**src/core/fre_pkg.sv**
```systemverilog
// constants, encodings and the operation type for the file-register core
// assumes a 12-bit instruction word and a 32-entry, 8-bit register file
package fre_pkg;
  localparam int DATA_W = 8;
  localparam int PC_W = 11;
  localparam int INSTR_W = 12;
  localparam int FADDR_W = 5;
  localparam int IMM_W = 9;
  localparam int REG_COUNT = 32;
  localparam int Z_BIT = 2;
  localparam int PAGE_LO = 5;
  localparam int PAGE_HI = 6;
  localparam int DEST_BIT = 5;

  localparam logic [7:0] CLEAR_VALUE = 8'h00;
  localparam logic [7:0] ONE = 8'h01;
  localparam logic [7:0] FILE_RESET = 8'h00;
  localparam logic [7:0] STATUS_RESET = 8'h00;
  localparam logic [7:0] ACC_RESET = 8'h00;
  localparam logic [4:0] STATUS_ADDR = 5'h03;
  localparam logic [10:0] RESET_PC = 11'h000;
  localparam logic [10:0] PC_STEP = 11'h001;

  localparam logic [11:0] NOP_WORD = 12'h000;
  localparam logic [11:0] FILE_OP_MASK = 12'hFC0;
  localparam logic [11:0] CLEAR_MASK = 12'hFE0;
  localparam logic [11:0] CLEAR_CODE = 12'h060;
  localparam logic [11:0] INVERT_CODE = 12'h240;
  localparam logic [11:0] MINUS_CODE = 12'h0C0;
  localparam logic [11:0] PLUS_CODE = 12'h280;
  localparam logic [11:0] MINUS_SKIP_CODE = 12'h2C0;
  localparam logic [11:0] PLUS_SKIP_CODE = 12'h3C0;
  localparam logic [11:0] JUMP_MASK = 12'hE00;
  localparam logic [11:0] JUMP_CODE = 12'hA00;

  localparam logic DEST_ACC = 1'b0;
  localparam logic DEST_FILE = 1'b1;

  typedef enum logic [2:0] {
    no_op,
    clear_file_reg_op,
    invert_file_reg_op,
    minus_one_op,
    plus_one_op,
    minus_one_skip_zero_op,
    plus_one_skip_zero_op,
    jump_immediate_op
  } op_e;
endpackage : fre_pkg

```
**src/core/file_reg_alu_branch_exec.sv**
```systemverilog
// fetch/execute core for clear, invert, +1/-1 (with skip) and jump
// assumes a program memory on clk_sys answering fetch_addr in the
// same cycle, and a loader that preloads file registers on clk_sys
// Function
// RL1: clear writes 00h into the addressed register and sets the zero flag.
// RL2: destination bit 0 sends the result to the accumulator, 1 to the file.
// RL3: invert complements the register, goes to the destination, sets Z; the core updates Z from the result, set only when it is zero.
// RL4: minus one decrements the register, goes to destination, updates Z.
// RL5: plus one increments the register, goes to destination, updates Z.
// RL6: minus-one-skip writes the result and skips on zero, flags untouched.
// RL7: plus-one-skip writes the result and skips on zero, flags untouched.
// RL8: a skip discards the prefetched word and runs a no-op in its place.
// RL9: jump loads its 9-bit immediate into pc[8:0] and status[6:5] above.
// RL10: jump is unconditional, takes two cycles and leaves flags alone.
// RL11: a zero-flag update sets Z for a zero result and clears it otherwise.
`timescale 1ns/100ps
`default_nettype none
module file_reg_alu_branch_exec (
  input wire logic clk_sys,
  input wire logic rst_n,
  output logic [10:0] fetch_addr,
  input wire logic [11:0] fetch_data,
  input wire logic load_en,
  input wire logic [4:0] load_addr,
  input wire logic [7:0] load_data,
  input wire logic [4:0] peek_addr,
  output logic [7:0] peek_data,
  output logic [7:0] acc_value,
  output logic [7:0] status_value,
  output logic [11:0] exec_word,
  output logic flush_slot
);
  logic [7:0] rf [fre_pkg::REG_COUNT];
  logic [7:0] next_rf [fre_pkg::REG_COUNT];
  logic [10:0] pc;
  logic [10:0] next_pc;
  logic [11:0] ir;
  logic [11:0] next_ir;
  logic [7:0] acc;
  logic [7:0] next_acc;
  logic slot;
  logic next_slot;
  logic [7:0] peek;
  logic [7:0] next_peek;

  fre_pkg::op_e op;
  logic [4:0] ir_f;
  logic ir_d;
  logic [8:0] imm;
  logic [7:0] operand;
  logic [7:0] alu_result;
  logic alu_zero;
  logic writes_zero;
  logic skip_kind;
  logic file_op;
  logic write_file;
  logic write_acc;
  logic skip_req;
  logic jump;
  logic [7:0] status;

  // decode of the word now in execute
  always_comb begin
    op = fre_pkg::no_op;
    if ((ir & fre_pkg::CLEAR_MASK) == fre_pkg::CLEAR_CODE) begin
      op = fre_pkg::clear_file_reg_op;
    end else if ((ir & fre_pkg::JUMP_MASK) == fre_pkg::JUMP_CODE) begin
      op = fre_pkg::jump_immediate_op;
    end else begin
      case (ir & fre_pkg::FILE_OP_MASK)
        fre_pkg::INVERT_CODE: op = fre_pkg::invert_file_reg_op;
        fre_pkg::MINUS_CODE: op = fre_pkg::minus_one_op;
        fre_pkg::PLUS_CODE: op = fre_pkg::plus_one_op;
        fre_pkg::MINUS_SKIP_CODE: op = fre_pkg::minus_one_skip_zero_op;
        fre_pkg::PLUS_SKIP_CODE: op = fre_pkg::plus_one_skip_zero_op;
        default: op = fre_pkg::no_op;
      endcase
    end
  end

  assign ir_f = ir[fre_pkg::FADDR_W-1:0];
  assign ir_d = ir[fre_pkg::DEST_BIT];
  assign imm = ir[fre_pkg::IMM_W-1:0];
  assign operand = rf[ir_f];
  assign status = rf[fre_pkg::STATUS_ADDR];

  exec_alu u_alu (
    .op(op),
    .operand(operand),
    .result(alu_result),
    .result_zero(alu_zero),
    .writes_zero(writes_zero),
    .skip_kind(skip_kind)
  );

  assign file_op = (op != fre_pkg::no_op) &&
                   (op != fre_pkg::jump_immediate_op);
  // clear has no destination bit; it always targets the file
  assign write_file = file_op && ((op == fre_pkg::clear_file_reg_op) ||
                      (ir_d == fre_pkg::DEST_FILE)); // RL1 RL2
  assign write_acc = file_op && (op != fre_pkg::clear_file_reg_op) &&
                     (ir_d == fre_pkg::DEST_ACC); // RL2
  assign skip_req = skip_kind && alu_zero; // RL6 RL7
  assign jump = (op == fre_pkg::jump_immediate_op); // RL10

  // pipeline: prefetch at pc while ir executes
  always_comb begin
    next_pc = pc + fre_pkg::PC_STEP;
    next_ir = fetch_data;
    next_slot = 1'b0;
    next_acc = acc;
    if (jump) begin
      next_pc = {status[fre_pkg::PAGE_HI:fre_pkg::PAGE_LO], imm}; // RL9
    end
    // the word fetched alongside a jump or a taken skip is dropped
    if (jump || skip_req) begin
      next_ir = fre_pkg::NOP_WORD; // RL8 RL10
      next_slot = 1'b1;
    end
    if (write_acc) begin
      next_acc = alu_result; // RL2
    end
    next_peek = rf[peek_addr];
  end

  // one next-value block per file entry; the loader wins over execute
  for (genvar i = 0; i < fre_pkg::REG_COUNT; i++) begin : g_file
    always_comb begin
      next_rf[i] = rf[i];
      if (load_en && (load_addr == 5'(i))) begin
        next_rf[i] = load_data;
      end else begin
        if (write_file && (ir_f == 5'(i))) begin
          next_rf[i] = alu_result; // RL2
        end
        // flag update is applied after a result aimed at status itself
        if ((5'(i) == fre_pkg::STATUS_ADDR) && writes_zero) begin
          next_rf[i][fre_pkg::Z_BIT] = alu_zero; // RL1 RL11
        end
      end
    end

    always_ff @(posedge clk_sys or negedge rst_n) begin
      if (!rst_n) begin
        if (5'(i) == fre_pkg::STATUS_ADDR) begin
          rf[i] <= fre_pkg::STATUS_RESET;
        end else begin
          rf[i] <= fre_pkg::FILE_RESET;
        end
      end else begin
        rf[i] <= next_rf[i];
      end
    end
  end

  always_ff @(posedge clk_sys or negedge rst_n) begin
    if (!rst_n) begin
      pc <= fre_pkg::RESET_PC;
      ir <= fre_pkg::NOP_WORD;
      acc <= fre_pkg::ACC_RESET;
      slot <= 1'b0;
      peek <= fre_pkg::FILE_RESET;
    end else begin
      pc <= next_pc;
      ir <= next_ir;
      acc <= next_acc;
      slot <= next_slot;
      peek <= next_peek;
    end
  end

  assign fetch_addr = pc;
  assign acc_value = acc;
  assign status_value = status;
  assign exec_word = ir;
  assign flush_slot = slot;
  assign peek_data = peek;

  logic quiet;
  assign quiet = !load_en;
endmodule : file_reg_alu_branch_exec
`default_nettype wire

```
**src/core/exec_alu.sv**
```systemverilog
// single-operand arithmetic unit for the file-register core
// purely combinational; the caller registers its results
`timescale 1ns/100ps
`default_nettype none
module exec_alu (
  input wire fre_pkg::op_e op,
  input wire logic [7:0] operand,
  output logic [7:0] result,
  output logic result_zero,
  output logic writes_zero,
  output logic skip_kind
);
  always_comb begin
    case (op)
      fre_pkg::clear_file_reg_op: result = fre_pkg::CLEAR_VALUE; // RL1
      fre_pkg::invert_file_reg_op: result = ~operand; // RL3
      fre_pkg::minus_one_op,
      fre_pkg::minus_one_skip_zero_op: begin
        result = operand - fre_pkg::ONE; // RL4
      end
      fre_pkg::plus_one_op,
      fre_pkg::plus_one_skip_zero_op: begin
        result = operand + fre_pkg::ONE; // RL5
      end
      default: result = operand;
    endcase
  end

  // clear yields zero too, so the flag is set unconditionally for it
  assign result_zero = (result == fre_pkg::CLEAR_VALUE); // RL11

  // skip variants leave every flag alone
  assign writes_zero = (op == fre_pkg::clear_file_reg_op) ||
                       (op == fre_pkg::invert_file_reg_op) ||
                       (op == fre_pkg::minus_one_op) ||
                       (op == fre_pkg::plus_one_op); // RL6 RL7
  assign skip_kind = (op == fre_pkg::minus_one_skip_zero_op) ||
                     (op == fre_pkg::plus_one_skip_zero_op);
endmodule : exec_alu
`default_nettype wire

```
**config.mk**
```make
export PLATFORM = sky130hd
export DESIGN_NAME = file_reg_alu_branch_exec
export DESIGN_NICKNAME = d
export VERILOG_FILES = /design/src/core/fre_pkg.sv /design/src/core/file_reg_alu_branch_exec.sv /design/src/core/exec_alu.sv
export SDC_FILE = /design/constraint.sdc
export NUM_CORES = 1
export LEC_CHECK = 0
export BUFFER_PORTS_ARGS = -buffer_cell sky130_fd_sc_hd__clkbuf_2
export CAP_MARGIN = 5
export CORE_UTILIZATION = 35
export CTS_BUF_LIST = sky130_fd_sc_hd__clkbuf_16
export CTS_CLUSTER_SIZE = 16
export DETAILED_ROUTE_END_ITERATION = 6
export PLACE_DENSITY_LB_ADDON = 0.05
export SYNTH_ARGS = -nofsm -noshare
export SYNTH_HDL_FRONTEND = slang
export SYNTH_SLANG_ARGS = --single-unit
```
**constraint.sdc**
```tcl
create_clock -name clk_sys -period 4.3 [get_ports clk_sys]
set_input_delay 0.86 -clock clk_sys [delete_from_list [all_inputs] [get_ports clk_sys]]
set_output_delay 0.86 -clock clk_sys [all_outputs]
set_load 0.01 [all_outputs]
```
==> run summary, run 1 <==
outcome - finished, final reports clean
Max Cap Viol - 0
Cells after Synth - 1,921
Final Skew - 0.0291 ns
full die area - 54,900 µm²
Placed Area - 20,600 µm²
antenna violations before repair - 2
share of cells above drive strength 1 - 0.226
Switching Fraction - 0.368
Antenna Nets Post-Route - 0
ys flop type - dfrtp_1
WL met1 - 34,900 µm
Synth area leader - dfrtp_1
synth top area cells - dfrtp_1, mux4_2, mux2i_1
largest net degree at the start of global routing - 97
Area Overhead vs Synth - 16.0%
num rows - 84
WP buf/inv - 6
nets@finish - 2,044
f_max - 238 MHz
Hold WC Path Type - primary input to async pin
RSZ-0062 raised after global routing - false
Final setup viols - 0
slew margin rel. - 0.211
# DRC - 0
max incr delay on CP - 0.51 ns
total gr overflow - 0
Mean Syn Cell Area - 9.83 µm²
Yosys reg bits - 296
initial drt markers - 1,436
Initial Util - 0.356
Combinational Power Share - 0.330
htree depth - 2
CP Max Fanout - 14
CP Cell Sequence - buf_4 -> clkbuf_16 -> buf_4 -> mux2i_1 -> a22oi_1 -> nand3_1 -> and4_4 -> inv_1 -> ha_1 -> buf_4 -> nor2_1 -> a41o_1 -> nor3b_2 -> nand4_1 -> and4bb_4 -> buf_12 -> a21oi_1
Core Area - 53,000 µm²
sw power - 4.00 mW
Max clock buf depth - 3
fin crit share - 0.976
Critical Path AT - 4.59 ns
clock root cell - clkbuf_16
final core utilization - 0.413
Pleak - 9.39 nW
worst setup path category - flop to flop
WL met3 - 5180 µm
Clock Pin Slew Worst Setup and Hold Paths - 0.06 ns
GRT Resource Usage Total - 0.289
Hold Vio Cnt, Final - 0
YS warnings - 0
Critical Path Most Common Cell - buf_4
# hold bufs at CTS - 0
Routed WL - 78,300 µm
placed wire-length estimate - 54,700 µm
CP required - 4.70 ns
total CTS buffers - 38
Post-synth EDFFs - 0
crit path time final - 4.19 ns
worst skew pair latency - 0.57 ns
io pins - 81
Die Height - 234 µm
Chip Width - 234 µm
Routed WL per cell - 28.8 µm
Seq pwr share - 0.394
via count - 15,864
Worst Setup Start Kind - flop
Finished Cell Area - 21,900 µm²
sequential share of the synthesized area - 0.392
Mapped Area - 18,900 µm²
uppermost layer routed - met4
CTS tree - done
first-pass GRT wire length - 113,000 µm
Port Buffers - 80
Pint - 6.87 mW
RePlAce Congestion - 0.901
met2 wire length - 36,400 µm
top-area cell type share of the netlist area - 0.392
library cells used by synthesis - 79
vias in the first global route - 15,161
Num Clock Sinks - 296
count leader, synth - dfrtp_1
Worst IR Drop VDD - 0.253 mV
pwr/cell area - 496 nW/µm²
commonest cells in the netlist - dfrtp_1, nand2_1, mux2i_1
critical path's slowest cell - mux2i_1
vias per inst - 5.83
worst slew pin tran - 1.18 ns
post-synth net total - 1,962
clock network power share - 0.276
Pre-antenna DRT Iters - 7
Post-synth ARST share - 1.00
crit end category - flop
max-slew violation count - 0
CP top delay family - simple AND/OR/NAND/NOR gates
-- registers in the layout (all words and copies together) (netlist names) --
name / cells
rf: 248
exec_word: 12
fetch_addr: 11
acc_value: 8
peek_data: 8
status_value: 8
flush_slot: 1
-- final timing paths --
check,from,end,slack (ns),cells after the start
min reg2reg,acc_value[5]$_DFFE_PN0P_,acc_value[5]$_DFFE_PN0P_,0.51,1
max,exec_word[0]$_DFF_PN0_,exec_word[0]$_DFF_PN0_,0.11,17
max in group asynchronous,rst_n,fetch_addr[9]$_DFF_PN0_,3.05,2
max reg2reg,exec_word[0]$_DFF_PN0_,exec_word[0]$_DFF_PN0_,0.11,17
min,rst_n,acc_value[4]$_DFFE_PN0P_,0.31,1
min in group clk_sys,fetch_data[11],exec_word[11]$_DFF_PN0_,0.51,3
-- stage by stage --
| stage | instances | setup WS (ns) | power, mW | hold WS, ns | TNS, ns |
|---|---|---|---|---|---|
| 5_1_grt | 2719 | 0.00148 | 11.4 | 0.381 | 0 |
| 3_3_place_gp | 2643 | -0.593 | 7.78 | 0.492 | -32.10 |
| 6_report | 2720 | 0.105 | 10.9 | 0.314 | 0 |
| 3_5_place_dp | 2644 | 0.0741 | 7.82 | 0.498 | 0 |
| 4_1_cts | 2712 | 0.0332 | 10.9 | 0.346 | 0 |
| 2_1_floorplan | 1921 | 0.00508 | 6.17 | 0.520 | 0 |
-- cell usage in the layout (no fill, tap or decap), types with 12 or more instances in the layout --
cell type,n
a21oi_1,115
a21oi_2,12
a22o_1,30
buf_12,18
buf_4,124
clkbuf_16,41
clkbuf_2,77
dfrtp_1,293
inv_1,45
mux2_2,19
mux2i_1,194
mux4_2,120
nand2_1,284
nand3_1,30
nand3b_1,29
nor2_1,145
nor2b_1,14
o21ai_0,142
o21ai_1,97
or4_1,16
-- routing by layer --
metal / up-vias / GRT usage
li1: 7130 / -
met2: 598 / 0.453
met3: 97 / 0.0461
met4: 0 / 0.0795
met1: 8039 / 0.413
met5: - / 0
-- power by group through the flow --
stage / registers (mW) / logic [mW] / clock network (mW)
2_1_floorplan: 4.04 / 2.13 / 0
3_3_place_gp: 4.28 / 3.50 / 0
3_5_place_dp: 4.30 / 3.53 / 0
4_1_cts: 4.25 / 3.54 / 3.08
5_1_grt: 4.36 / 3.84 / 3.17
6_report: 4.28 / 3.58 / 3.00
-- cell type report --
type,count,area (µm²)
Tap cell,688,861
Antenna cell,1,2.50
Clock buffer,39,976
Multi-Input combinational cell,1406,10600
Sequential cell,296,7410
Timing Repair Buffer,225,1780
Clock inverter,29,148
Inverter,36,135
Fill cell,5224,31100
-- cell families (layout without fill, tap and decap cells) --
group / Yosys count / after routing / synth area share
AOI/OAI and AO/OA: 470 / 470 / 0.146
buffers and inverters: 219 / 329 / 0.0517
and+or+nand+nor: 578 / 578 / 0.138
adders and majority gates: 8 / 8 / 0.00570
DFF: 296 / 296 / 0.392
other: 0 / 1 / 0
muxes: 337 / 337 / 0.260
xor gates and xnor gates: 13 / 13 / 0.00603
-- repair_timing --
| action | 4_1_cts | 5_1_grt |
|---|---|---|
| buffers inserted | 0 | 5 |
| setup endpoints to repair | 0 | 66 |
| resized for setup | 0 | 13 |
(Power assumes the default switching activity.)
==> inputs of run 2 (changes only) <==
==> constraint.sdc (replaced) <==
create_clock -name clk_sys -period 4.5 [get_ports clk_sys]
set_input_delay 0.9 -clock clk_sys [delete_from_list [all_inputs] [get_ports clk_sys]]
set_output_delay 0.9 -clock clk_sys [all_outputs]
set_load 0.01 [all_outputs]
==> run 2 against run 1 <==
  * Register-to-register slack better by 0.02 ns
  * Flip-flop and latch count stayed put
  * Routed wire length is 0.16% lower
  * Die area stayed put
==> run summary, run 2 (synthesis gave the netlist of run 1 again) <==
Clock Pin Slew Worst Setup and Hold Paths - 0.06 ns (about the same)
full die area - 54,900 µm² (unchanged)
CP Cell Sequence - buf_12 -> buf_4 -> mux4_2 -> mux2i_1 -> a32oi_1 -> and2_1 -> fa_1 -> a21o_1 -> a21oi_1 -> o21bai_1 -> a21oi_1 -> xnor2_1 -> a221oi_4 -> nand4_1 -> and4bb_4 -> buf_12 -> a21oi_1 (was buf_4 -> clkbuf_16 -> buf_4 -> mux2i_1 -> a22oi_1 -> nand3_1 -> and4_4 -> inv_1 -> ha_1 -> buf_4 -> nor2_1 -> a41o_1 -> nor3b_2 -> nand4_1 -> and4bb_4 -> buf_12 -> a21oi_1)
filler cell count in the final layout - 5,194 (was 5,224)
placed wire-length estimate - 53,500 µm (was 54,700 µm)
Finished Cell Area - 21,900 µm² (about the same)
max-slew violation count - 0 (unchanged)
Critical Path AT - 4.78 ns (was 4.59 ns)
Chip Width - 234 µm (unchanged)
Total Power - 10.8 mW (was 10.9 mW)
largest net degree at the start of global routing - 85 (was 97)
Port Buffers - 80 (unchanged)
Final setup viols - 0 (unchanged)
GRT Resource Usage Total - 0.285 (was 0.289)
R2R setup slack - 0.13 ns (was 0.11 ns)
fin crit share - 0.971 (was 0.976)
Initial Util - 0.356 (unchanged)
Max clock buf depth - 3 (unchanged)
Pre-antenna DRT Iters - 7 (unchanged)
vias in the first global route - 14,837 (was 15,161)
crit end category - flop (unchanged)
Hold Vio Cnt, Final - 0 (unchanged)
io pins - 81 (unchanged)
Hold WC Path Type - primary input to async pin (unchanged)
# DRC - 0 (unchanged)
worst setup path category - flop to flop (unchanged)
max reg flops - 248 (unchanged)
RePlAce Congestion - 0.891 (was 0.901)
Max Cap Viol - 0 (unchanged)
max incr delay on CP - 0.53 ns (was 0.51 ns)
slew margin rel. - 0.172 (was 0.211)
Placed Area - 20,300 µm² (was 20,600 µm²)
worst slew pin tran - 1.24 ns (was 1.18 ns)
clock root cell - clkbuf_16 (unchanged)
vias per inst - 5.91 (was 5.83)
htree depth - 2 (unchanged)
Worst Setup Start Kind - flop (unchanged)
CTS tree - done (unchanged)
initial drt markers - 1,526 (was 1,436)
reg-to-reg critical path startpoint - exec_word[0]$_DFF_PN0_ (unchanged)
commonest non-fill, non-tap cell in the layout - dfrtp_1 (unchanged)
first-pass GRT wire length - 111,000 µm (was 113,000 µm)
num rows - 84 (unchanged)
Core Area - 53,000 µm² (unchanged)
f_max - 229 MHz (was 238 MHz)
total gr overflow - 0 (unchanged)
CP Max Fanout - 14 (unchanged)
Final Skew - 0.0237 ns (was 0.0291 ns)
antenna violations before repair - 2 (unchanged)
Routed WL per cell - 29.0 µm (was 28.8 µm)
via count - 15,935 (was 15,864)
crit path time final - 4.37 ns (was 4.19 ns)
Setup TNS - 0 ns (unchanged)
total CTS buffers - 39 (was 38)
crit path from - exec_word[0]$_DFF_PN0_ (unchanged)
Pleak - 9.36 nW (was 9.39 nW)
outcome - finished, final reports clean (unchanged)
worst skew pair latency - 0.58 ns (was 0.57 ns)
Die Height - 234 µm (unchanged)
most frequent cells in the layout - dfrtp_1, nand2_1, mux2i_1 (unchanged)
critical path's slowest cell - dfrtp_4 (was mux2i_1)
Critical Path Most Common Cell - a21oi_1 (was buf_4)
Num Clock Sinks - 296 (unchanged)
register bank with the most flops - rf (unchanged)
Area Overhead vs Synth - 15.9% (was 16.0%)
share of cells above drive strength 1 - 0.220 (was 0.226)
nets@finish - 2,022 (was 2,044)
RSZ-0062 raised after global routing - false (unchanged)
pwr/cell area - 492 nW/µm² (was 496 nW/µm²)
Worst IR Drop VDD - 0.236 mV (was 0.253 mV)
CP required - 4.91 ns (was 4.70 ns)
Antenna Nets Post-Route - 0 (unchanged)
Routed WL - 78,200 µm (was 78,300 µm)
-- run 2: cell count changes in the layout (fill, tap and decap cells not counted), moves of 2 or more --
cell       before  now
ha_1            7    5
inv_1          45   41
mux2i_2         2    0
bufinv_16       1    8
a21oi_1       115  117
clkinv_1       11    5
a21oi_2        12   10
buf_4         124  108
mux2i_1       194  196
buf_12         18   12
-- run 2: routing by layer --
layer | global-route usage | wire length, µm
met1 | 0.417 | 35800
met2 | 0.427 | 34900
met3 | 0.0447 | 4970
met4 | 0.0956 | 2570
met5 | 0 | 13
-- run 2: timing repair --
action,in CTS,in global routing
setup buffers,2,15
hold buffers,0,0
pin swaps,1,3
cloned,0,2
resized for setup,2,7
setup endpoints to repair,22,138
-- run 2: area by class of cell --
cell class	instances	area, µm²	area share
multi-input combinational	1406	10600	0.483
sequential	296	7420	0.339
timing repair buffer	202	1540	0.0704
clock buffer	40	1000	0.0457
tap	688	861	0.0393
clock inverter	29	353	0.0161
inverter	36	135	0.00617
antenna	1	2.50	0.000114
-- run 2: stage by stage --
| stage | hold WS (ns) | std cells | utilization | worst slack, ns |
|---|---|---|---|---|
| final | 0.326 | 2698 | 0.413 | 0.129 |
| after detailed placement | 0.498 | 2609 | 0.383 | -0.0699 |
| after global routing | 0.400 | 2697 | 0.413 | 0.0100 |
| after global placement | 0.494 | 2609 | 0.383 | -0.0118 |
| after floorplan | 0.520 | 1921 | - | 0.137 |
| after CTS | 0.362 | 2680 | 0.409 | 0.0137 |
-- run 2: where the power goes --
part	leakage [nW]	switching (mW)	internal (mW)
Sequential	3.41	0.683	3.39
Combinational	5.26	1.84	1.48
Clock	0.689	1.30	2.07
Total	9.36	3.82	6.94
-- run 2: path summary, 6_finish.rpt --
kind,cells past startpoint,end
max reg2reg,17,exec_word[0]$_DFF_PN0_
min,1,acc_value[4]$_DFFE_PN0P_
min in group clk_sys,1,acc_value[4]$_DFFE_PN0P_
max,17,exec_word[0]$_DFF_PN0_
min reg2reg,1,acc_value[4]$_DFFE_PN0P_
max in group asynchronous,2,rf[45]$_DFFE_PN0P_
-- run 2: worst max-delay path, delay by kind of cell (launching register included) --
family | cells | cell delay [ns]
compound gates | 7 | 1.16
mux | 2 | 0.76
fa+ha+maj | 1 | 0.44
buf+inv | 3 | 0.46
xor+xnor | 1 | 0.12
flops | 1 | 0.53
simple gates | 3 | 0.72
==> inputs of run 3 (changes only) <==
--- a/config.mk
+++ b/config.mk
@@ -7,7 +7,7 @@
 export LEC_CHECK = 0
 export BUFFER_PORTS_ARGS = -buffer_cell sky130_fd_sc_hd__clkbuf_2
 export CAP_MARGIN = 5
-export CORE_UTILIZATION = 35
+export CORE_UTILIZATION = 30
 export CTS_BUF_LIST = sky130_fd_sc_hd__clkbuf_16
 export CTS_CLUSTER_SIZE = 16
 export DETAILED_ROUTE_END_ITERATION = 6
==> run 3 against run 2 <==
  * Combinational power increased by 1%
  * Non-clock buffer count down 15
  * Worst hold slack gained 0.013 ns
  * Total power decreased by 0.70%
  * Register-to-register slack barely moved
  * Via count is 1.1% lower
  * Critical path depth down 2
  * Setup slack improved by 0.0077 ns
  * Die area up 17%
  * Utilization shrank 6.0 points
  * Clock power decreased by 5%
  * Critical path type unchanged
  * Largest cell class unchanged
  * Largest power group unchanged
  * Highest routed layer unchanged
==> run summary, run 3 (synthesis gave the netlist of run 1 again) <==
max reg flops - 248 (unchanged)
Pleak - 9.23 nW (was 9.36 nW)
Chip Width - 253 µm (was 234 µm)
Placed Area - 20,500 µm² (was 20,300 µm²)
CP required - 4.94 ns (was 4.91 ns)
f_max - 229 MHz (about the same)
crit end category - flop (unchanged)
Max Cap Viol - 0 (unchanged)
Critical Path AT - 4.81 ns (was 4.78 ns)
vias in the first global route - 15,207 (was 14,837)
FF-to-FF path depth - 15 (was 17)
nets@finish - 2,008 (was 2,022)
setup slack after layout - 0.137 ns (was 0.129 ns)
worst skew pair latency - 0.57 ns (was 0.58 ns)
filler cell count in the final layout - 6,259 (was 5,194)
Clock Pin Slew Worst Setup and Hold Paths - 0.05 ns (was 0.06 ns)
clock network power share - 0.298 (was 0.313)
largest net degree at the start of global routing - 83 (was 85)
Hold Vio Cnt, Final - 0 (unchanged)
Antenna Nets Post-Route - 0 (unchanged)
Combinational Power Share - 0.315 (was 0.309)
initial drt markers - 1,522 (was 1,526)
Hold WC Path Type - primary input to async pin (unchanged)
Pre-antenna DRT Iters - 6 (was 7)
first-pass GRT wire length - 119,000 µm (was 111,000 µm)
most frequent cells in the layout - dfrtp_1, nand2_1, mux2i_1 (unchanged)
reg-to-reg critical path startpoint - exec_word[1]$_DFF_PN0_ (was exec_word[0]$_DFF_PN0_)
Core Area - 61,900 µm² (was 53,000 µm²)
fin crit share - 0.970 (was 0.971)
Initial Util - 0.305 (was 0.356)
CP Max Fanout - 17 (was 14)
Area Overhead vs Synth - 15.9% (about the same)
# hold bufs at CTS - 0 (unchanged)
R2R setup slack - 0.14 ns (was 0.13 ns)
worst setup path category - flop to flop (unchanged)
Seq pwr share - 0.387 (was 0.378)
RePlAce Congestion - 0.924 (was 0.891)
# DRC - 0 (unchanged)
Final Skew - 0.0173 ns (was 0.0237 ns)
Final setup viols - 0 (unchanged)
Num Clock Sinks - 296 (unchanged)
total gr overflow - 0 (unchanged)
antenna violations before repair - 5 (was 2)
clock root cell - clkbuf_16 (unchanged)
Finished Cell Area - 21,900 µm² (about the same)
vias per inst - 5.56 (was 5.91)
Die Height - 253 µm (was 234 µm)
max-slew violation count - 0 (unchanged)
worst reg2reg endpoint - flush_slot$_DFF_PN0_ (was exec_word[0]$_DFF_PN0_)
worst slew pin tran - 1.24 ns (about the same)
crit path time final - 4.36 ns (was 4.37 ns)
Switching Fraction - 0.368 (was 0.355)
via count - 15,761 (was 15,935)
Pint - 6.75 mW (was 6.94 mW)
sw power - 3.94 mW (was 3.82 mW)
GRT Resource Usage Total - 0.260 (was 0.285)
share of cells above drive strength 1 - 0.213 (was 0.220)
Worst IR Drop VDD - 0.217 mV (was 0.236 mV)
pwr/cell area - 489 nW/µm² (was 492 nW/µm²)
htree depth - 2 (unchanged)
io pins - 81 (unchanged)
num rows - 91 (was 84)
register bank with the most flops - rf (unchanged)
Routed WL - 82,500 µm (was 78,200 µm)
Setup WS pre-CTS - -0.0319 ns (was -0.0699 ns)
Worst Setup Start Kind - flop (unchanged)
Max clock buf depth - 3 (unchanged)
Total Power - 10.7 mW (was 10.8 mW)
Routed WL per cell - 29.1 µm (was 29.0 µm)
CTS tree - done (unchanged)
commonest non-fill, non-tap cell in the layout - dfrtp_1 (unchanged)
total CTS buffers - 40 (was 39)
Port Buffers - 80 (unchanged)
full die area - 63,900 µm² (was 54,900 µm²)
RSZ-0062 raised after global routing - false (unchanged)
outcome - finished, final reports clean (unchanged)
slew margin rel. - 0.170 (was 0.172)
placed wire-length estimate - 57,400 µm (was 53,500 µm)
run 3: cell count changes in the layout (fill, tap and decap cells not counted), moves of 2 or more:
cell,delta
buf_4,-19
bufinv_16,-4
mux2i_1,-2
buf_12,+3
ha_1,+2
clkinv_1,+7
a221oi_2,+2
mux2i_2,+2
inv_1,-3
run 3: layout make-up:
class	instances	area, µm²	share of cell area
Tap cell	837	1050	0.0479
Antenna cell	1	2.50	0.000114
Multi-Input combinational cell	1406	10600	0.483
Sequential cell	296	7410	0.339
Clock buffer	41	1030	0.0469
Inverter	36	135	0.00618
Clock inverter	29	236	0.0108
Timing Repair Buffer	187	1450	0.0663
run 3: worst max path at each step:
stage	endpoint	cells past startpoint	slack [ns]	from
global placement	rf[199]$_DFFE_PN0P_	15	-0.03	exec_word[1]$_DFF_PN0_
detailed placement	rf[199]$_DFFE_PN0P_	16	-0.03	exec_word[0]$_DFF_PN0_
finish	flush_slot$_DFF_PN0_	15	0.14	exec_word[1]$_DFF_PN0_
floorplan	exec_word[10]$_DFF_PN0_	21	0.14	exec_word[0]$_DFF_PN0_
global route	exec_word[11]$_DFF_PN0_	17	0.007	exec_word[0]$_DFF_PN0_
CTS	exec_word[11]$_DFF_PN0_	16	0.03	exec_word[0]$_DFF_PN0_
run 3: metrics by stage:
stage / instances / TNS (ns) / util / hold WS [ns]
floorplan: 1921 / 0 / - / 0.520
global placement: 2753 / -0.0778 / 0.330 / 0.492
detailed placement: 2753 / -0.0646 / 0.330 / 0.499
CTS: 2823 / 0 / 0.351 / 0.381
global route: 2832 / 0 / 0.353 / 0.395
finish: 2833 / 0 / 0.353 / 0.340
run 3: power by group through the flow:
stage / clock [mW] / sequential [mW] / combinational, mW
after floorplan: 0 / 3.86 / 2.03
after global placement: 0 / 4.16 / 3.28
after detailed placement: 0 / 4.16 / 3.32
after CTS: 3.27 / 4.12 / 3.33
after global routing: 3.37 / 4.22 / 3.59
final: 3.19 / 4.14 / 3.36
run 3: timing repair:
item | CTS | global route
endpoints found under the setup margin | 4 | 78
resized for setup | 1 | 9
setup buffers | 0 | 8
hold endpoints to repair | 0 | 0
cloned | 0 | 1
pin swaps | 0 | 1
run 3: worst max-delay path, stage by stage, from the launching register on:
cell and delay (ns):
dfrtp_2 0.69, clkinv_1 0.44, buf_4 0.33, mux2_2 0.36, a221oi_2 0.38, buf_4 0.20, a221oi_2 0.07, ha_1 0.35
nand4_1 0.12, o21ai_0 0.16, a21oi_1 0.08, nor3_1 0.34, o21ai_4 0.13, and4bb_4 0.24, buf_12 0.15, a22o_1 0.18
run 3: per-layer routing:
metal,track usage,part of all wire,up-vias
met1,0.376,0.47,8037
met4,0.0757,0.027,4
li1,-,-,7066
met2,0.403,0.45,535
met3,0.0326,0.050,119
met5,0,0.00027,-
